### src/tsmc_pkg.sv
// constants and types for the timer slave-mode controller
package tsmc_pkg;
   // slave control register layout (index = byte address / 4)
   localparam logic [3:0] ADDR_CTRL = 4'h0;
   localparam logic [3:0] ADDR_STATUS = 4'h1;
   localparam logic [3:0] ADDR_IRQ_CLR = 4'h2;
   localparam logic [3:0] ADDR_IRQ_EN = 4'h3;
   localparam logic [3:0] ADDR_STATE = 4'h4;
   localparam int SMS_LSB = 0;
   localparam int COSW_BIT = 3;
   localparam int TIS_LSB = 4;
   localparam int SYNC_BIT = 7;
   localparam int POL_BIT = 15;
   localparam logic [15:0] CTRL_RESET = 16'h0000;
   // status bits
   localparam int ST_TRIG = 0;
   localparam int ST_RESET = 1;
   localparam int ST_CLK = 2;
   localparam int ST_WIDTH = 3;
   localparam logic [ST_WIDTH-1:0] STATUS_RESET = 3'h0;
   // trigger input select codes
   localparam logic [2:0] TIS_CH1_EDGE = 3'h4;
   localparam logic [2:0] TIS_FILT1 = 3'h5;
   localparam logic [2:0] TIS_FILT2 = 3'h6;
   localparam logic [2:0] TIS_EXT = 3'h7;
   // slave mode codes
   typedef enum logic [7:0] {
      SM_OFF = 8'h01,
      SM_ENC_A = 8'h02,
      SM_ENC_B = 8'h04,
      SM_ENC_C = 8'h08,
      SM_RESET = 8'h10,
      SM_GATED = 8'h20,
      SM_TRIGGER = 8'h40,
      SM_EXTCLK = 8'h80
   } tsmc_mode_type;
endpackage

### src/tsmc_if.sv
// trigger path signals between the controller and its edge detector
`timescale 1ns/100ps
interface tsmc_trig_if;
   logic level;
   logic rise;
   logic level_q;
   modport src (output level, input rise, input level_q);
   modport det (input level, output rise, output level_q);
endinterface

### src/tsmc_ctrl.sv
// timer slave-mode controller: trigger select, slave modes, registers, interrupt
// Functional notes
// - sync enable set keeps this timer synchronised to its master; clear means none.
// - trigger select codes 000..011 pick internal trigger lines zero to three.
// - trigger select 100 picks the channel-1 raw input edge detector.
// - trigger select 101 picks filtered input one, 110 filtered input two.
// - trigger select 111 picks the polarity-conditioned external trigger.
// - switch select 0 uses external trigger, 1 uses output-off signal for raw outputs.
// - slave mode 000 disables slave control; counter runs on internal clock.
// - slave modes 001, 010, 011 select encoder modes A, B, C.
// - slave mode 100: each trigger rising edge reinitialises the counter.
// - slave mode 101: counter advances only while trigger is high.
// - slave mode 110: each trigger rising edge generates a trigger event.
// - slave mode 111: each trigger rising edge clocks the counter once.
// - polarity 0 means high or rising, 1 means low or falling.
//
// Our own choices: the placing of the registers and strobed register access.
`timescale 1ns/100ps
module tsmc_ctrl (
   input wire logic clk,
   input wire logic rst,
   input wire logic [3:0] addr,
   input wire logic [15:0] wdata,
   input wire logic wr,
   input wire logic rd,
   output logic [15:0] rdata,
   input wire logic [3:0] internal_trigger_line,
   input wire logic chan1_edge_detect,
   input wire logic filtered_input_one,
   input wire logic filtered_input_two,
   input wire logic external_trigger_in,
   input wire logic output_off_signal,
   input wire logic int_clk_tick,
   output logic selected_trigger_in,
   output logic raw_channel_switch,
   output logic cnt_reinit,
   output logic cnt_step,
   output logic enc_enable,
   output logic [1:0] enc_mode,
   output logic trig_event,
   output logic trig_flag,
   output logic dma_req,
   output logic master_sync,
   output logic irq
);
   localparam int ST_WIDTH_L = tsmc_pkg::ST_WIDTH;
   logic [15:0] ctrl_q;
   logic [ST_WIDTH_L-1:0] status_q;
   logic [ST_WIDTH_L-1:0] status_d;
   logic [ST_WIDTH_L-1:0] irq_en_q;

   tsmc_trig_if trig ();
   tsmc_edge u_edge (
      .clk(clk),
      .rst(rst),
      .trig(trig)
   );

   // field decode
   wire logic sync_enable = ctrl_q[tsmc_pkg::SYNC_BIT];
   wire logic [2:0] trigger_input_select = ctrl_q[tsmc_pkg::TIS_LSB +: 3];
   wire logic cos_sel = ctrl_q[tsmc_pkg::COSW_BIT];
   wire logic [2:0] slave_mode_select = ctrl_q[tsmc_pkg::SMS_LSB +: 3];
   wire logic ext_polarity = ctrl_q[tsmc_pkg::POL_BIT];

   function automatic tsmc_pkg::tsmc_mode_type mode_of(input logic [2:0] code);
      mode_of = tsmc_pkg::tsmc_mode_type'(8'h01 << code);
   endfunction
   wire tsmc_pkg::tsmc_mode_type mode = mode_of(slave_mode_select);

   // external trigger conditioned by polarity
   wire logic ext_cond = external_trigger_in ^ ext_polarity;

   // trigger source mux
   logic trig_sel;
   always_comb begin
      trig_sel = internal_trigger_line[trigger_input_select[1:0]];
      if (trigger_input_select == tsmc_pkg::TIS_CH1_EDGE) begin
         trig_sel = chan1_edge_detect;
      end else if (trigger_input_select == tsmc_pkg::TIS_FILT1) begin
         trig_sel = filtered_input_one;
      end else if (trigger_input_select == tsmc_pkg::TIS_FILT2) begin
         trig_sel = filtered_input_two;
      end else if (trigger_input_select == tsmc_pkg::TIS_EXT) begin
         trig_sel = ext_cond;
      end
   end
   assign trig.level = trig_sel;
   wire logic rise = trig.rise;

   // raw channel output switch source
   wire logic switch_d = cos_sel ? output_off_signal : ext_cond;

   // slave behaviour decode
   logic reinit_d;
   logic step_d;
   logic event_d;
   logic enc_d;
   logic [1:0] encm_d;
   always_comb begin
      reinit_d = 1'b0;
      step_d = 1'b0;
      event_d = 1'b0;
      enc_d = 1'b0;
      encm_d = 2'h0;
      unique case (mode)
         tsmc_pkg::SM_OFF: begin
            step_d = int_clk_tick;
         end
         tsmc_pkg::SM_ENC_A: begin
            enc_d = 1'b1;
            encm_d = 2'h1;
         end
         tsmc_pkg::SM_ENC_B: begin
            enc_d = 1'b1;
            encm_d = 2'h2;
         end
         tsmc_pkg::SM_ENC_C: begin
            enc_d = 1'b1;
            encm_d = 2'h3;
         end
         tsmc_pkg::SM_RESET: begin
            reinit_d = rise;
            step_d = int_clk_tick & ~rise;
         end
         tsmc_pkg::SM_GATED: begin
            step_d = int_clk_tick & trig.level_q;
         end
         tsmc_pkg::SM_TRIGGER: begin
            event_d = rise;
            step_d = int_clk_tick;
         end
         tsmc_pkg::SM_EXTCLK: begin
            step_d = rise;
         end
      endcase
   end

   // sticky status: set wins over clear
   wire logic clr_wr = wr && (addr == tsmc_pkg::ADDR_IRQ_CLR);
   wire logic [ST_WIDTH_L-1:0] set_v = {step_d & (mode == tsmc_pkg::SM_EXTCLK), reinit_d, event_d};
   assign status_d = (status_q & ~(clr_wr ? wdata[ST_WIDTH_L-1:0] : 3'h0)) | set_v;

   // register read decode
   logic [15:0] rd_mux;
   always_comb begin
      rd_mux = 16'h0000;
      if (addr == tsmc_pkg::ADDR_CTRL) begin
         rd_mux = ctrl_q & 16'h80ff;
      end else if (addr == tsmc_pkg::ADDR_STATUS) begin
         rd_mux = {13'h0000, status_q};
      end else if (addr == tsmc_pkg::ADDR_IRQ_EN) begin
         rd_mux = {13'h0000, irq_en_q};
      end else if (addr == tsmc_pkg::ADDR_STATE) begin
         rd_mux = {14'h0000, trig.level_q, sync_enable};
      end
   end

   always_ff @(posedge clk or posedge rst) begin
      if (rst) begin
         ctrl_q <= tsmc_pkg::CTRL_RESET;
         irq_en_q <= tsmc_pkg::STATUS_RESET;
         status_q <= tsmc_pkg::STATUS_RESET;
      end else begin
         if (wr && addr == tsmc_pkg::ADDR_CTRL) begin
            ctrl_q <= wdata & 16'h80ff;
         end
         if (wr && addr == tsmc_pkg::ADDR_IRQ_EN) begin
            irq_en_q <= wdata[ST_WIDTH_L-1:0];
         end
         status_q <= status_d;
      end
   end

   always_ff @(posedge clk or posedge rst) begin
      if (rst) begin
         rdata <= 16'h0000;
         selected_trigger_in <= 1'b0;
         raw_channel_switch <= 1'b0;
         cnt_reinit <= 1'b0;
         cnt_step <= 1'b0;
         enc_enable <= 1'b0;
         enc_mode <= 2'h0;
         trig_event <= 1'b0;
         dma_req <= 1'b0;
         master_sync <= 1'b0;
      end else begin
         rdata <= rd ? rd_mux : 16'h0000;
         selected_trigger_in <= trig_sel;
         raw_channel_switch <= switch_d;
         cnt_reinit <= reinit_d;
         cnt_step <= step_d;
         enc_enable <= enc_d;
         enc_mode <= encm_d;
         trig_event <= event_d;
         dma_req <= event_d;
         // slave mirrors the master's trigger edges only when enabled
         master_sync <= sync_enable & rise;
      end
   end

   always_ff @(posedge clk or posedge rst) begin
      if (rst) begin
         trig_flag <= 1'b0;
         irq <= 1'b0;
      end else begin
         trig_flag <= status_d[tsmc_pkg::ST_TRIG];
         irq <= |(status_d & irq_en_q);
      end
   end

   a_reset_edge : assert property (@(posedge clk) disable iff (rst)
      (mode == tsmc_pkg::SM_RESET && rise) |=> cnt_reinit) else $error("no reinit on edge");
   a_gate_low : assert property (@(posedge clk) disable iff (rst)
      (mode == tsmc_pkg::SM_GATED && !trig.level_q) |=> !cnt_step) else $error("step while gated");
   a_trig_event : assert property (@(posedge clk) disable iff (rst)
      (mode == tsmc_pkg::SM_TRIGGER && rise) |=> (trig_event && trig_flag)) else $error("trigger lost");
   a_extclk_step : assert property (@(posedge clk) disable iff (rst)
      (mode == tsmc_pkg::SM_EXTCLK) |=> (cnt_step == $past(rise))) else $error("ext clock step wrong");
   a_off_quiet : assert property (@(posedge clk) disable iff (rst)
      (mode == tsmc_pkg::SM_OFF) |=> (!cnt_reinit && !trig_event && !enc_enable)) else $error("slave active");
   a_enc_mode : assert property (@(posedge clk) disable iff (rst)
      (slave_mode_select inside {3'h1, 3'h2, 3'h3}) |=> (enc_enable && enc_mode == $past(slave_mode_select[1:0])))
      else $error("encoder mode wrong");
   a_ext_select : assert property (@(posedge clk) disable iff (rst)
      (trigger_input_select == tsmc_pkg::TIS_EXT) |=> (selected_trigger_in == $past(ext_cond)))
      else $error("external trigger not routed");
   a_sync_off : assert property (@(posedge clk) disable iff (rst)
      !sync_enable |=> !master_sync) else $error("sync while disabled");
   a_flag_sticky : assert property (@(posedge clk) disable iff (rst)
      (trig_flag && !clr_wr) |=> trig_flag) else $error("flag dropped");
   a_switch_src : assert property (@(posedge clk) disable iff (rst)
      cos_sel |=> (raw_channel_switch == $past(output_off_signal))) else $error("switch source wrong");
   c_reset_mode : cover property (@(posedge clk) disable iff (rst) mode == tsmc_pkg::SM_RESET && rise);
   c_trig_irq : cover property (@(posedge clk) disable iff (rst) trig_event ##1 irq);
   c_extclk : cover property (@(posedge clk) disable iff (rst) mode == tsmc_pkg::SM_EXTCLK && rise);
   c_gated_step : cover property (@(posedge clk) disable iff (rst)
      mode == tsmc_pkg::SM_GATED && cnt_step);
   c_enc_on : cover property (@(posedge clk) disable iff (rst)
      enc_enable && enc_mode == 2'h3);

   // source routing, each code checked against its own input
   a_sel_internal : assert property (@(posedge clk) disable iff (rst)
      (trigger_input_select[2] == 1'b0) |=> (selected_trigger_in == $past(internal_trigger_line[trigger_input_select[1:0]])))
      else $error("internal line not routed");
   a_sel_edge : assert property (@(posedge clk) disable iff (rst)
      (trigger_input_select == tsmc_pkg::TIS_CH1_EDGE) |=> (selected_trigger_in == $past(chan1_edge_detect)))
      else $error("channel edge not routed");
   a_sel_filt_one : assert property (@(posedge clk) disable iff (rst)
      (trigger_input_select == tsmc_pkg::TIS_FILT1) |=> (selected_trigger_in == $past(filtered_input_one)))
      else $error("filtered one not routed");
   a_sel_filt_two : assert property (@(posedge clk) disable iff (rst)
      (trigger_input_select == tsmc_pkg::TIS_FILT2) |=> (selected_trigger_in == $past(filtered_input_two)))
      else $error("filtered two not routed");
   // inverted polarity must flip the pin, not pass it through
   a_ext_polarity : assert property (@(posedge clk) disable iff (rst)
      (trigger_input_select == tsmc_pkg::TIS_EXT && ext_polarity) |=> (selected_trigger_in != $past(external_trigger_in)))
      else $error("polarity not applied");
   a_switch_ext : assert property (@(posedge clk) disable iff (rst)
      !cos_sel |=> (raw_channel_switch == $past(ext_cond))
      ) else $error("switch not from external trigger");

   // slave behaviours
   a_off_tick : assert property (@(posedge clk) disable iff (rst)
      (mode == tsmc_pkg::SM_OFF) |=> (cnt_step == $past(int_clk_tick))
      ) else $error("internal clock not followed");
   a_enc_off : assert property (@(posedge clk) disable iff (rst)
      !(slave_mode_select inside {3'h1, 3'h2, 3'h3}) |=> !enc_enable
      ) else $error("encoder on outside its modes");
   a_reset_no_edge : assert property (@(posedge clk) disable iff (rst)
      (mode == tsmc_pkg::SM_RESET && !rise) |=> !cnt_reinit
      ) else $error("reinit without edge");
   // a reinit cycle must not also count
   a_reset_no_step : assert property (@(posedge clk) disable iff (rst)
      (mode == tsmc_pkg::SM_RESET && rise) |=> !cnt_step
      ) else $error("step beside reinit");
   a_gate_high : assert property (@(posedge clk) disable iff (rst)
      (mode == tsmc_pkg::SM_GATED && trig.level_q && int_clk_tick) |=> cnt_step
      ) else $error("gated tick lost");
   a_extclk_quiet : assert property (@(posedge clk) disable iff (rst)
      (mode == tsmc_pkg::SM_EXTCLK && !rise) |=> !cnt_step
      ) else $error("ext clock step without edge");
   a_reinit_single : assert property (@(posedge clk) disable iff (rst)
      cnt_reinit |=> !cnt_reinit
      ) else $error("reinit longer than one cycle");
   a_sync_on : assert property (@(posedge clk) disable iff (rst)
      (sync_enable && rise) |=> master_sync
      ) else $error("sync edge lost");

   // flag and request paths
   a_trig_dma : assert property (@(posedge clk) disable iff (rst)
      (mode == tsmc_pkg::SM_TRIGGER && rise) |=> dma_req
      ) else $error("dma request lost");
   // clear without a new event must drop the flag
   a_flag_clear : assert property (@(posedge clk) disable iff (rst)
      (clr_wr && wdata[tsmc_pkg::ST_TRIG] && !event_d) |=> !trig_flag
      ) else $error("flag not cleared");
   a_irq_level : assert property (@(posedge clk) disable iff (rst)
      (|(status_d & irq_en_q)) |=> irq
      ) else $error("interrupt missing");
endmodule // tsmc_ctrl

### src/tsmc_edge.sv
// rising-edge detector for the selected trigger, comparing its level against a registered copy
`timescale 1ns/100ps
module tsmc_edge (
   input wire logic clk,
   input wire logic rst,
   tsmc_trig_if.det trig
);
   logic prev_q;
   always_ff @(posedge clk or posedge rst) begin
      if (rst) begin
         prev_q <= 1'b0;
      end else begin
         prev_q <= trig.level;
      end
   end
   assign trig.level_q = prev_q;
   // one cycle per low-to-high change only
   assign trig.rise = trig.level & ~prev_q;
   a_edge_single : assert property (@(posedge clk) disable iff (rst)
      trig.rise |=> !trig.rise) else $error("edge pulse longer than one cycle");
endmodule // tsmc_edge

### config.mk
export PLATFORM = sky130hd
export DESIGN_NAME = tsmc_ctrl
export DESIGN_NICKNAME = d
export VERILOG_FILES = /design/src/tsmc_pkg.sv /design/src/tsmc_if.sv /design/src/tsmc_ctrl.sv /design/src/tsmc_edge.sv
export SDC_FILE = /design/constraint.sdc
export NUM_CORES = 1
export LEC_CHECK = 0
export BUFFER_PORTS_ARGS = -buffer_cell sky130_fd_sc_hd__buf_2
export CAP_MARGIN = 25
export CORE_UTILIZATION = 40
export DETAILED_ROUTE_END_ITERATION = 8
export PLACE_DENSITY = 0.79
export SYNTH_ARGS = -nofsm -noshare
export SYNTH_HDL_FRONTEND = slang
export SYNTH_SLANG_ARGS = --single-unit
### constraint.sdc
create_clock -name clk -period 1.6 [get_ports clk]
set_clock_uncertainty 0.1 [all_clocks]
set_input_delay 0.32 -clock clk [delete_from_list [all_inputs] [get_ports clk]]
set_output_delay 0.32 -clock clk [all_outputs]
set_load 0.02 [all_outputs]
==> results.cfg, run 1 <==
[run_status]
outcome = complete, but fails checks
failed_checks = negative setup slack

[clocking]
clock_slew_at_reported_path_ffs_ps = 70
cts.path.max_buffers = 2
cts_setup_buffers = 0
cts_inserted_buffers = 5
cts_tree = built
clk_latency_ps = 290
cts.sinks = 34
clock_tree.htree_level_count = 2
clock-root-buffer = clkbuf_8

[setup_path]
critical_path_arrival_ps = 1850
r2r_end = cnt_step
setup.worst_path.end_class = flip-flop
worst_stage_delay_on_the_critical_path_ps = 550
worst-path-stages = 5
path_cells = mux4_2 -> nand2b_4 -> o22ai_4 -> a31o_1 -> a32o_1
cp_data_required_time_ps = 1680
worst_setup_path_start_kind = flip-flop
r2r_slack_ps = -160
crit_buf_inv = 0
worst-setup-path-type = flip-flop to flip-flop
slowest_stage = mux4_2
worstReg2RegStart = ctrl_q[4]
cpLargestDelayFamily = multiplexers
crit_fanout = 7
reg2regPathDepth = 5
crit_start = ctrl_q[4]

[synth]
yosys-top-cells-count = dfrtp_1, mux2_2, nand2_1
netlist_top_cells_area = dfrtp_1, mux2_2, buf_4
post_synth_num_cell_types = 38
count_of_synthesis_stage_warnings_from_yosys = 0
synth_top_area_share_pct = 54.31
async_reset_ff_share_pct = 100.0
synth_ff_type = dfrtp_1
syn_avg_cell_area_um2 = 11.78
postSynthCellCount = 133
synth-seq-cells = 34
netlist.top_cell.by_area = dfrtp_1
synth_seq_area_share_pct = 54.31
synth_enable_flop_cells = 0
total_standard_cell_area_after_synthesis_um2 = 1567
synthMostInstantiatedCell = dfrtp_1

[timing]
clock.fmax_mhz = 566.7
hold_viol_final = 0
rsz0062_at_grt = true
timing.final.crit_period_ps = 1765
final.period_utilization_pct = 110.3
worst_hold_slack_ps = 14.98
setup_ws_ps = -164.7
slew_viol_final = 0
fin_setup_tns_ps = -534.5
report.final.setup_viol = 8

[final_layout]
post_route_cells_drive_above_1_share_pct = 47.42
final_core_util_pct = 54.04
antennaDiodeCount = 0
final_cells = 242
area_growth_pct = 28.20
finish.net_count = 227
sequential_standard_cell_area_um2 = 850.8
filler_cell_count = 326
multi_input_comb_area_um2 = 661.9

[global_route]
grt_first_pass_wirelength_mm = 5.092
initial_antenna_violation_count = 0
overflow = 0
first_global_vias = 1111
grt_usage_pct = 17.01
grt_max_degree = 35

[placement]
io_buffer_count = 47
place_hpwl_mm = 2.366
routabilityCongestion = 0.8205
placed_cells = 234

[power]
powerDensity_nw_per_um2 = 1306
worst_ir_drop_vdd_mv = 0.6245
power.leakage_nw = 1.035
report.power.total_mw = 2.623

[route]
met2_length_mm = 1.507
routed-via-count = 1184
drt-vias-per-instance = 4.893
routedWlPerCell_um = 12.92
route.detailed.drc = 0
wl_met1_mm = 1.366
wirelength_mm = 3.127
first_pass_iters = 4
ant_nets = 0
dr_wl_met3_um = 189
uppermost_signal_routing_layer_after_detailed_routing = met4
dr.first_iter.drc_count = 54

[floorplanning]
die_w_um = 64.58
die_height_um = 64.58
core.rowCount = 22
core_area_um2 = 3716
floorplan.io_pins = 62
die_area_um2 = 4171
start_util_pct = 42.15

[flow_run]
max_cap_viol_count = 0

[hold_path]
holdCritPathClass = primary input to async pin
[placed cells by master, fill, tap and decap left out, types with 2 or more instances in the layout]
cell type	instances
a211o_1	2
a21boi_0	2
a21oi_1	2
a22oi_2	2
and2_1	4
and3_1	6
buf_2	47
buf_4	11
clkbuf_8	6
conb_1	7
dfrtp_1	34
inv_1	6
mux2_2	14
nand2_1	9
nand3_1	2
nor2_1	8
nor2b_1	4
o21ai_0	5
[power by group]
group          total, mW  switching, mW  leakage [nW]  internal [mW]
clock              0.646          0.301        0.0472          0.345
combinational      0.792          0.412         0.554          0.380
sequential          1.19          0.146         0.434           1.04
[stage by stage]
step                      cell area [um2]  setup slack [ps]
after CTS                            1999            -160.1
after global placement               1899            -170.9
final                                2008            -164.7
after detailed placement             1899            -201.3
after global routing                 2008            -240.1
after floorplan                      1594            -98.11
[logic make-up (layout without fill, tap and decap cells)]
| family | Yosys count | count (layout) | share of synthesized area [%] |
|---|---|---|---|
| and+or+nand+nor | 41 | 41 | 14.94 |
| AOI/OAI and AO/OA | 24 | 24 | 12.38 |
| muxes | 15 | 15 | 11.50 |
| DFF | 34 | 34 | 54.31 |
| xor gates and xnor gates | 1 | 1 | 0.5592 |
| buffers and inverters | 17 | 72 | 6.070 |
| other | 1 | 7 | 0.2394 |
[area by class of cell]
| class | instances | area share (%) |
|---|---|---|
| clock buffers | 6 | 4.112 |
| multi-input cells | 88 | 32.96 |
| well taps | 48 | 2.991 |
| repair buffers | 58 | 15.83 |
| clock inverters | 2 | 0.6231 |
| inverters | 6 | 1.121 |
| flip-flops and latches | 34 | 42.37 |
[flip-flops by register name (all words and copies together) (netlist names)]
name / cells
cnt_reinit: 1
cnt_step: 1
ctrl_q: 9
dma_req: 1
enc_enable: 1
enc_mode: 2
irq: 1
irq_en_q: 3
master_sync: 1
raw_channel_switch: 1
rdata: 9
status_q: 3
u_edge.trig.level_q: 1
[metal layers]
metal  global-route usage, %  up-vias
met4                   8.889        0
met1                   20.57      559
met3                   5.458        6
li1                        -      573
met2                   26.97       46
met5                       0        -
[tightest hold or removal path, delay by kind of cell]
kind	cells	cell delay, ps
buffers and inverters	3	500
[repair_timing]
action	4_1_cts	5_1_grt
pin swaps	0	1
hold buffers	0	0
gates resized for setup	2	2
endpoints found under the setup margin	8	8
[worst max-delay path by stage]
stage / to / slack (ps)
floorplan: cnt_step / -100
global placement: irq / -170
detailed placement: irq / -200
CTS: cnt_step / -160
global route: cnt_step / -240
finish: cnt_step / -160
Power figures use the tool's default switching activity.
==> run 2: changes to the inputs <==
PLACE_DENSITY = 0.77   (was 0.79)
clock period = 2.07 ns   (was 1.6 ns; I/O delays follow)
==> results.cfg, run 2 (synthesized netlist as in run 1, its figures left out) <==
[global_route]
grt_usage_pct = 15.86
first_global_vias = 1019
overflow = 0
initial_antenna_violation_count = 0
grt_max_degree = 35
grt_first_pass_wirelength_mm = 4.878

[final_layout]
post_route_cells_drive_above_1_share_pct = 41.85
antennaDiodeCount = 0
layout.cells.most_common_list = buf_2, dfrtp_1, mux2_2
area_growth_pct = 21.49
layout.cells.most_common = buf_2
stdcell_area_um2 = 1903
final_cells = 232
finish.net_count = 218
final_core_util_pct = 51.21
largestRegisters = ctrl_q x9, rdata x9

[floorplanning]
core.rowCount = 22
core_area_um2 = 3716
floorplan.io_pins = 62
die_area_um2 = 4171
die_height_um = 64.58
start_util_pct = 42.15
die_w_um = 64.58

[timing]
final.period_utilization_pct = 90.18
worst_hold_slack_ps = 113.4
slew_viol_final = 0
hold_viol_final = 0
setup_ws_ps = 203.2
rsz0062_at_grt = false
fin_setup_tns_ps = 0
report.final.setup_viol = 0
clock.fmax_mhz = 535.7
timing.final.crit_period_ps = 1867

[setup_path]
worstReg2RegStart = ctrl_q[4]
crit_fanout = 8
worst_setup_path_start_kind = flip-flop
r2r_slack_ps = 200
worst_stage_delay_on_the_critical_path_ps = 530
critical_path_arrival_ps = 1900
cp_data_required_time_ps = 2110
worst-setup-path-type = flip-flop to flip-flop
reg2regPathDepth = 5
slowest_stage = mux4_2
crit_start = ctrl_q[4]
setup.worst_path.end_class = flip-flop
crit_path_capture = irq
path_cells = mux4_2 -> nand2b_2 -> o22ai_4 -> a21boi_0 -> o221ai_1
r2r_end = irq

[clocking]
cts.path.max_buffers = 2
clk_latency_ps = 280
cts_tree = built
cts.sinks = 34
cts_inserted_buffers = 5
post_cts.resized_instances = 0
cts_setup_buffers = 0
clock_slew_at_reported_path_ffs_ps = 60
cts_hold_buf = 0
clock-root-buffer = clkbuf_8
clock_tree.htree_level_count = 2

[hold_path]
holdCritPathClass = primary input to async pin

[power]
power.leakage_nw = 0.9755
report.power.total_mw = 1.882
powerDensity_nw_per_um2 = 989.2
worst_ir_drop_vdd_mv = 0.3139

[route]
routed-via-count = 1167
route.detailed.drc = 0
routedWlPerCell_um = 12.59
ant_nets = 0
dr.first_iter.drc_count = 52
first_pass_iters = 5
drt-vias-per-instance = 5.030
wirelength_mm = 2.921

[placement]
place_hpwl_mm = 2.198
routabilityCongestion = 0.8036
place_worst_setup_slack_ps = 182.4
placed_cell_area_um2 = 1827
io_buffer_count = 47
placed_cells = 225

[flow_run]
max_cap_viol_count = 0

[run_status]
outcome = finished, final reports clean
-- run 2: changes by cell type in the layout (fill, tap and decap cells not counted), sizes merged --
cell / previous run / this run
clkbuf: 6 / 7
buf: 58 / 49
clkinvlp: 1 / 0
clkinv: 1 / 0
-- run 2: cell type report --
class	count	area, um2
Inverter	6	22.52
Fill cell	338	1813
Tap cell	48	60.06
Timing Repair Buffer	49	250.2
Clock buffer	7	76.32
Multi-Input combinational cell	88	643.1
Sequential cell	34	850.8
-- run 2: metal layers --
metal | wire (um) | up-vias | global-route usage (%)
li1 | - | 555 | -
met1 | 1264 | 563 | 20.18
met2 | 1435 | 44 | 25.00
met3 | 175 | 5 | 4.754
met4 | 45 | 0 | 6.667
met5 | 0 | - | 0
-- run 2: worst max-delay path, delay by kind of cell (launching register included) --
family	cells	cell delay, ps
AO/OA/AOI/OAI	3	540
multiplexers	1	530
flip-flops	1	430
AND/OR/NAND/NOR	1	110
-- run 2: worst min-delay path by stage --
stage               from           to  cells after the start
4_1_cts              rst     rdata[4]                      3
3_3_place_gp   ctrl_q[7]  master_sync                      1
3_5_place_dp   ctrl_q[7]  master_sync                      1
5_1_grt              rst     rdata[4]                      3
2_1_floorplan  ctrl_q[7]  master_sync                      1
6_report             rst    rdata[15]                      3
-- run 2: power by group --
part           internal, mW  switching, mW
clock                 0.231          0.205
sequential            0.803          0.114
combinational         0.241          0.289
total                  1.28          0.607
==> run 3: changes to the inputs <==
CORE_UTILIZATION = 51   (was 40)
GPL_TIMING_DRIVEN = 0   (was not set)
PLACE_DENSITY = 0.92   (was 0.77)
==> results.cfg, run 3 (synthesized netlist as in run 1, its figures left out) <==
[run_status]
outcome = complete, but fails checks
failed_checks = design-rule violations

[clocking]
cts_hold_buf = 0
cts_setup_buffers = 0
clock_slew_at_reported_path_ffs_ps = 100
cts.sinks = 34
clock-root-buffer = clkbuf_4
clk_latency_ps = 340
post_cts.resized_instances = 0
cts.path.max_buffers = 2
clock_tree.htree_level_count = 2
cts_tree = built
cts_inserted_buffers = 5

[floorplanning]
start_util_pct = 55.37
die_area_um2 = 3297
floorplan.io_pins = 62
die_w_um = 57.42
core_area_um2 = 2829
die_height_um = 57.42
core.rowCount = 19

[final_layout]
filler_cell_count = 214
sequential_standard_cell_area_um2 = 850.8
post_route_cells_drive_above_1_share_pct = 44.33
area_growth_pct = 24.20
largestRegisters = ctrl_q x9, rdata x9
multi_input_comb_area_um2 = 643.1
layout.cells.most_common_list = buf_2, dfrtp_1, mux2_2
antennaDiodeCount = 0
layout.cells.most_common = buf_2
finish.net_count = 227

[timing]
timing.final.crit_period_ps = 1903
max-slew-margin-rel_pct = 51.27
report.final.setup_viol = 0
rsz0062_at_grt = false
final.period_utilization_pct = 91.92
tightest_slew_ps = 730.1
slew_viol_final = 0
clock.fmax_mhz = 525.6
hold_viol_final = 0
fin_setup_tns_ps = 0
setup_ws_ps = 167.4

[global_route]
first_global_vias = 1284
grt_first_pass_wirelength_mm = 5.678
grt_max_degree = 19
overflow = 0
initial_antenna_violation_count = 0
grt_usage_pct = 23.36

[setup_path]
worst-setup-path-type = flip-flop to flip-flop
r2r_end = irq
critical_path_arrival_ps = 2010
worst_setup_path_start_kind = flip-flop
cp_data_required_time_ps = 2180
reg2regPathDepth = 5
setup.worst_path.end_class = flip-flop
r2r_slack_ps = 170
worstReg2RegStart = ctrl_q[4]
crit_fanout = 8

[placement]
io_buffer_count = 46
routabilityCongestion = 0.9447
place_worst_setup_slack_ps = 185.4
place_hpwl_mm = 2.670

[power]
worst_ir_drop_vdd_mv = 0.6035
clockPowerShare_pct = 20.1
power.leakage_nw = 1.021
power.switching_fraction_pct = 34.39
power.sequential.fraction_pct = 48.5
total_switching_power_uw = 641.5
combPwrFrac_pct = 31.4
powerDensity_nw_per_um2 = 958.8
intPower_mw = 1.224

[hold_path]
holdCritPathClass = primary input to async pin

[flow_run]
max_cap_viol_count = 0

[route]
routed-via-count = 1239
wirelength_mm = 3.384
dr.first_iter.drc_count = 37
drt-vias-per-instance = 5.507
ant_nets = 0
route.detailed.drc = 6
routedWlPerCell_um = 15.04
first_pass_iters = 6
[run 3: cell types whose count changed in the layout (fill, tap and decap cells not counted)]
| cell | before | now |
|---|---|---|
| clkbuf_8 | 5 | 1 |
| clkbuf_4 | 0 | 5 |
| buf_4 | 2 | 8 |
| buf_16 | 0 | 1 |
| clkinv_2 | 0 | 1 |
| clkbuf_1 | 2 | 3 |
[run 3: final cells by class]
cell class,count,area share (%)
tap,31,1.994
multi-input combinational,88,33.05
inverter,6,1.158
clock buffer,7,2.830
buffer,11,3.730
timing repair buffer,47,13.25
sequential,34,43.73
clock inverter,1,0.2572
[run 3: how the worst max path moves through the flow]
stage	slack, ps	cells past startpoint	start	endpoint
final	170	5	ctrl_q[4]	irq
after global routing	110	5	ctrl_q[4]	cnt_step
after CTS	170	5	ctrl_q[4]	cnt_step
after detailed placement	190	6	internal_trigger_line[0]	cnt_step
after global placement	230	4	addr[0]	ctrl_q[6]
after floorplan	340	5	ctrl_q[4]	cnt_step
[run 3: per-stage QoR]
stage	instance area, um2	utilization (%)	instances	hold slack, ps	power (mW)
6_report	1946	68.77	225	81.60	1.865
5_1_grt	1946	68.77	225	134.2	1.971
4_1_cts	1946	68.77	225	90.32	1.877
3_5_place_dp	1886	66.65	217	438.4	1.500
3_3_place_gp	1858	65.68	216	410.8	1.461
2_1_floorplan	1589	-	139	384.2	1.302
[run 3: power by group through the flow]
| stage | sequential, mW | combinational, mW | clock [mW] |
|---|---|---|---|
| after global routing | 0.923 | 0.634 | 0.413 |
| after CTS | 0.903 | 0.588 | 0.386 |
| after global placement | 0.907 | 0.554 | 0 |
| after detailed placement | 0.916 | 0.585 | 0 |
| final | 0.905 | 0.586 | 0.375 |
| after floorplan | 0.975 | 0.327 | 0 |
[run 3: routing by layer]
layer,routed length (um),global-route usage [%],share of wire [%]
met5,0,0,0
met4,73,11.50,2.2
met3,215,6.576,6.4
met2,1834,42.69,54
met1,1261,24.33,37
[run 3: critical path: stages, from the launching register on]
cell      delay (ps)
dfrtp_1          470
mux4_2           560
nand2b_2         120
o22ai_4          110
a21boi_0         270
o221ai_1         150
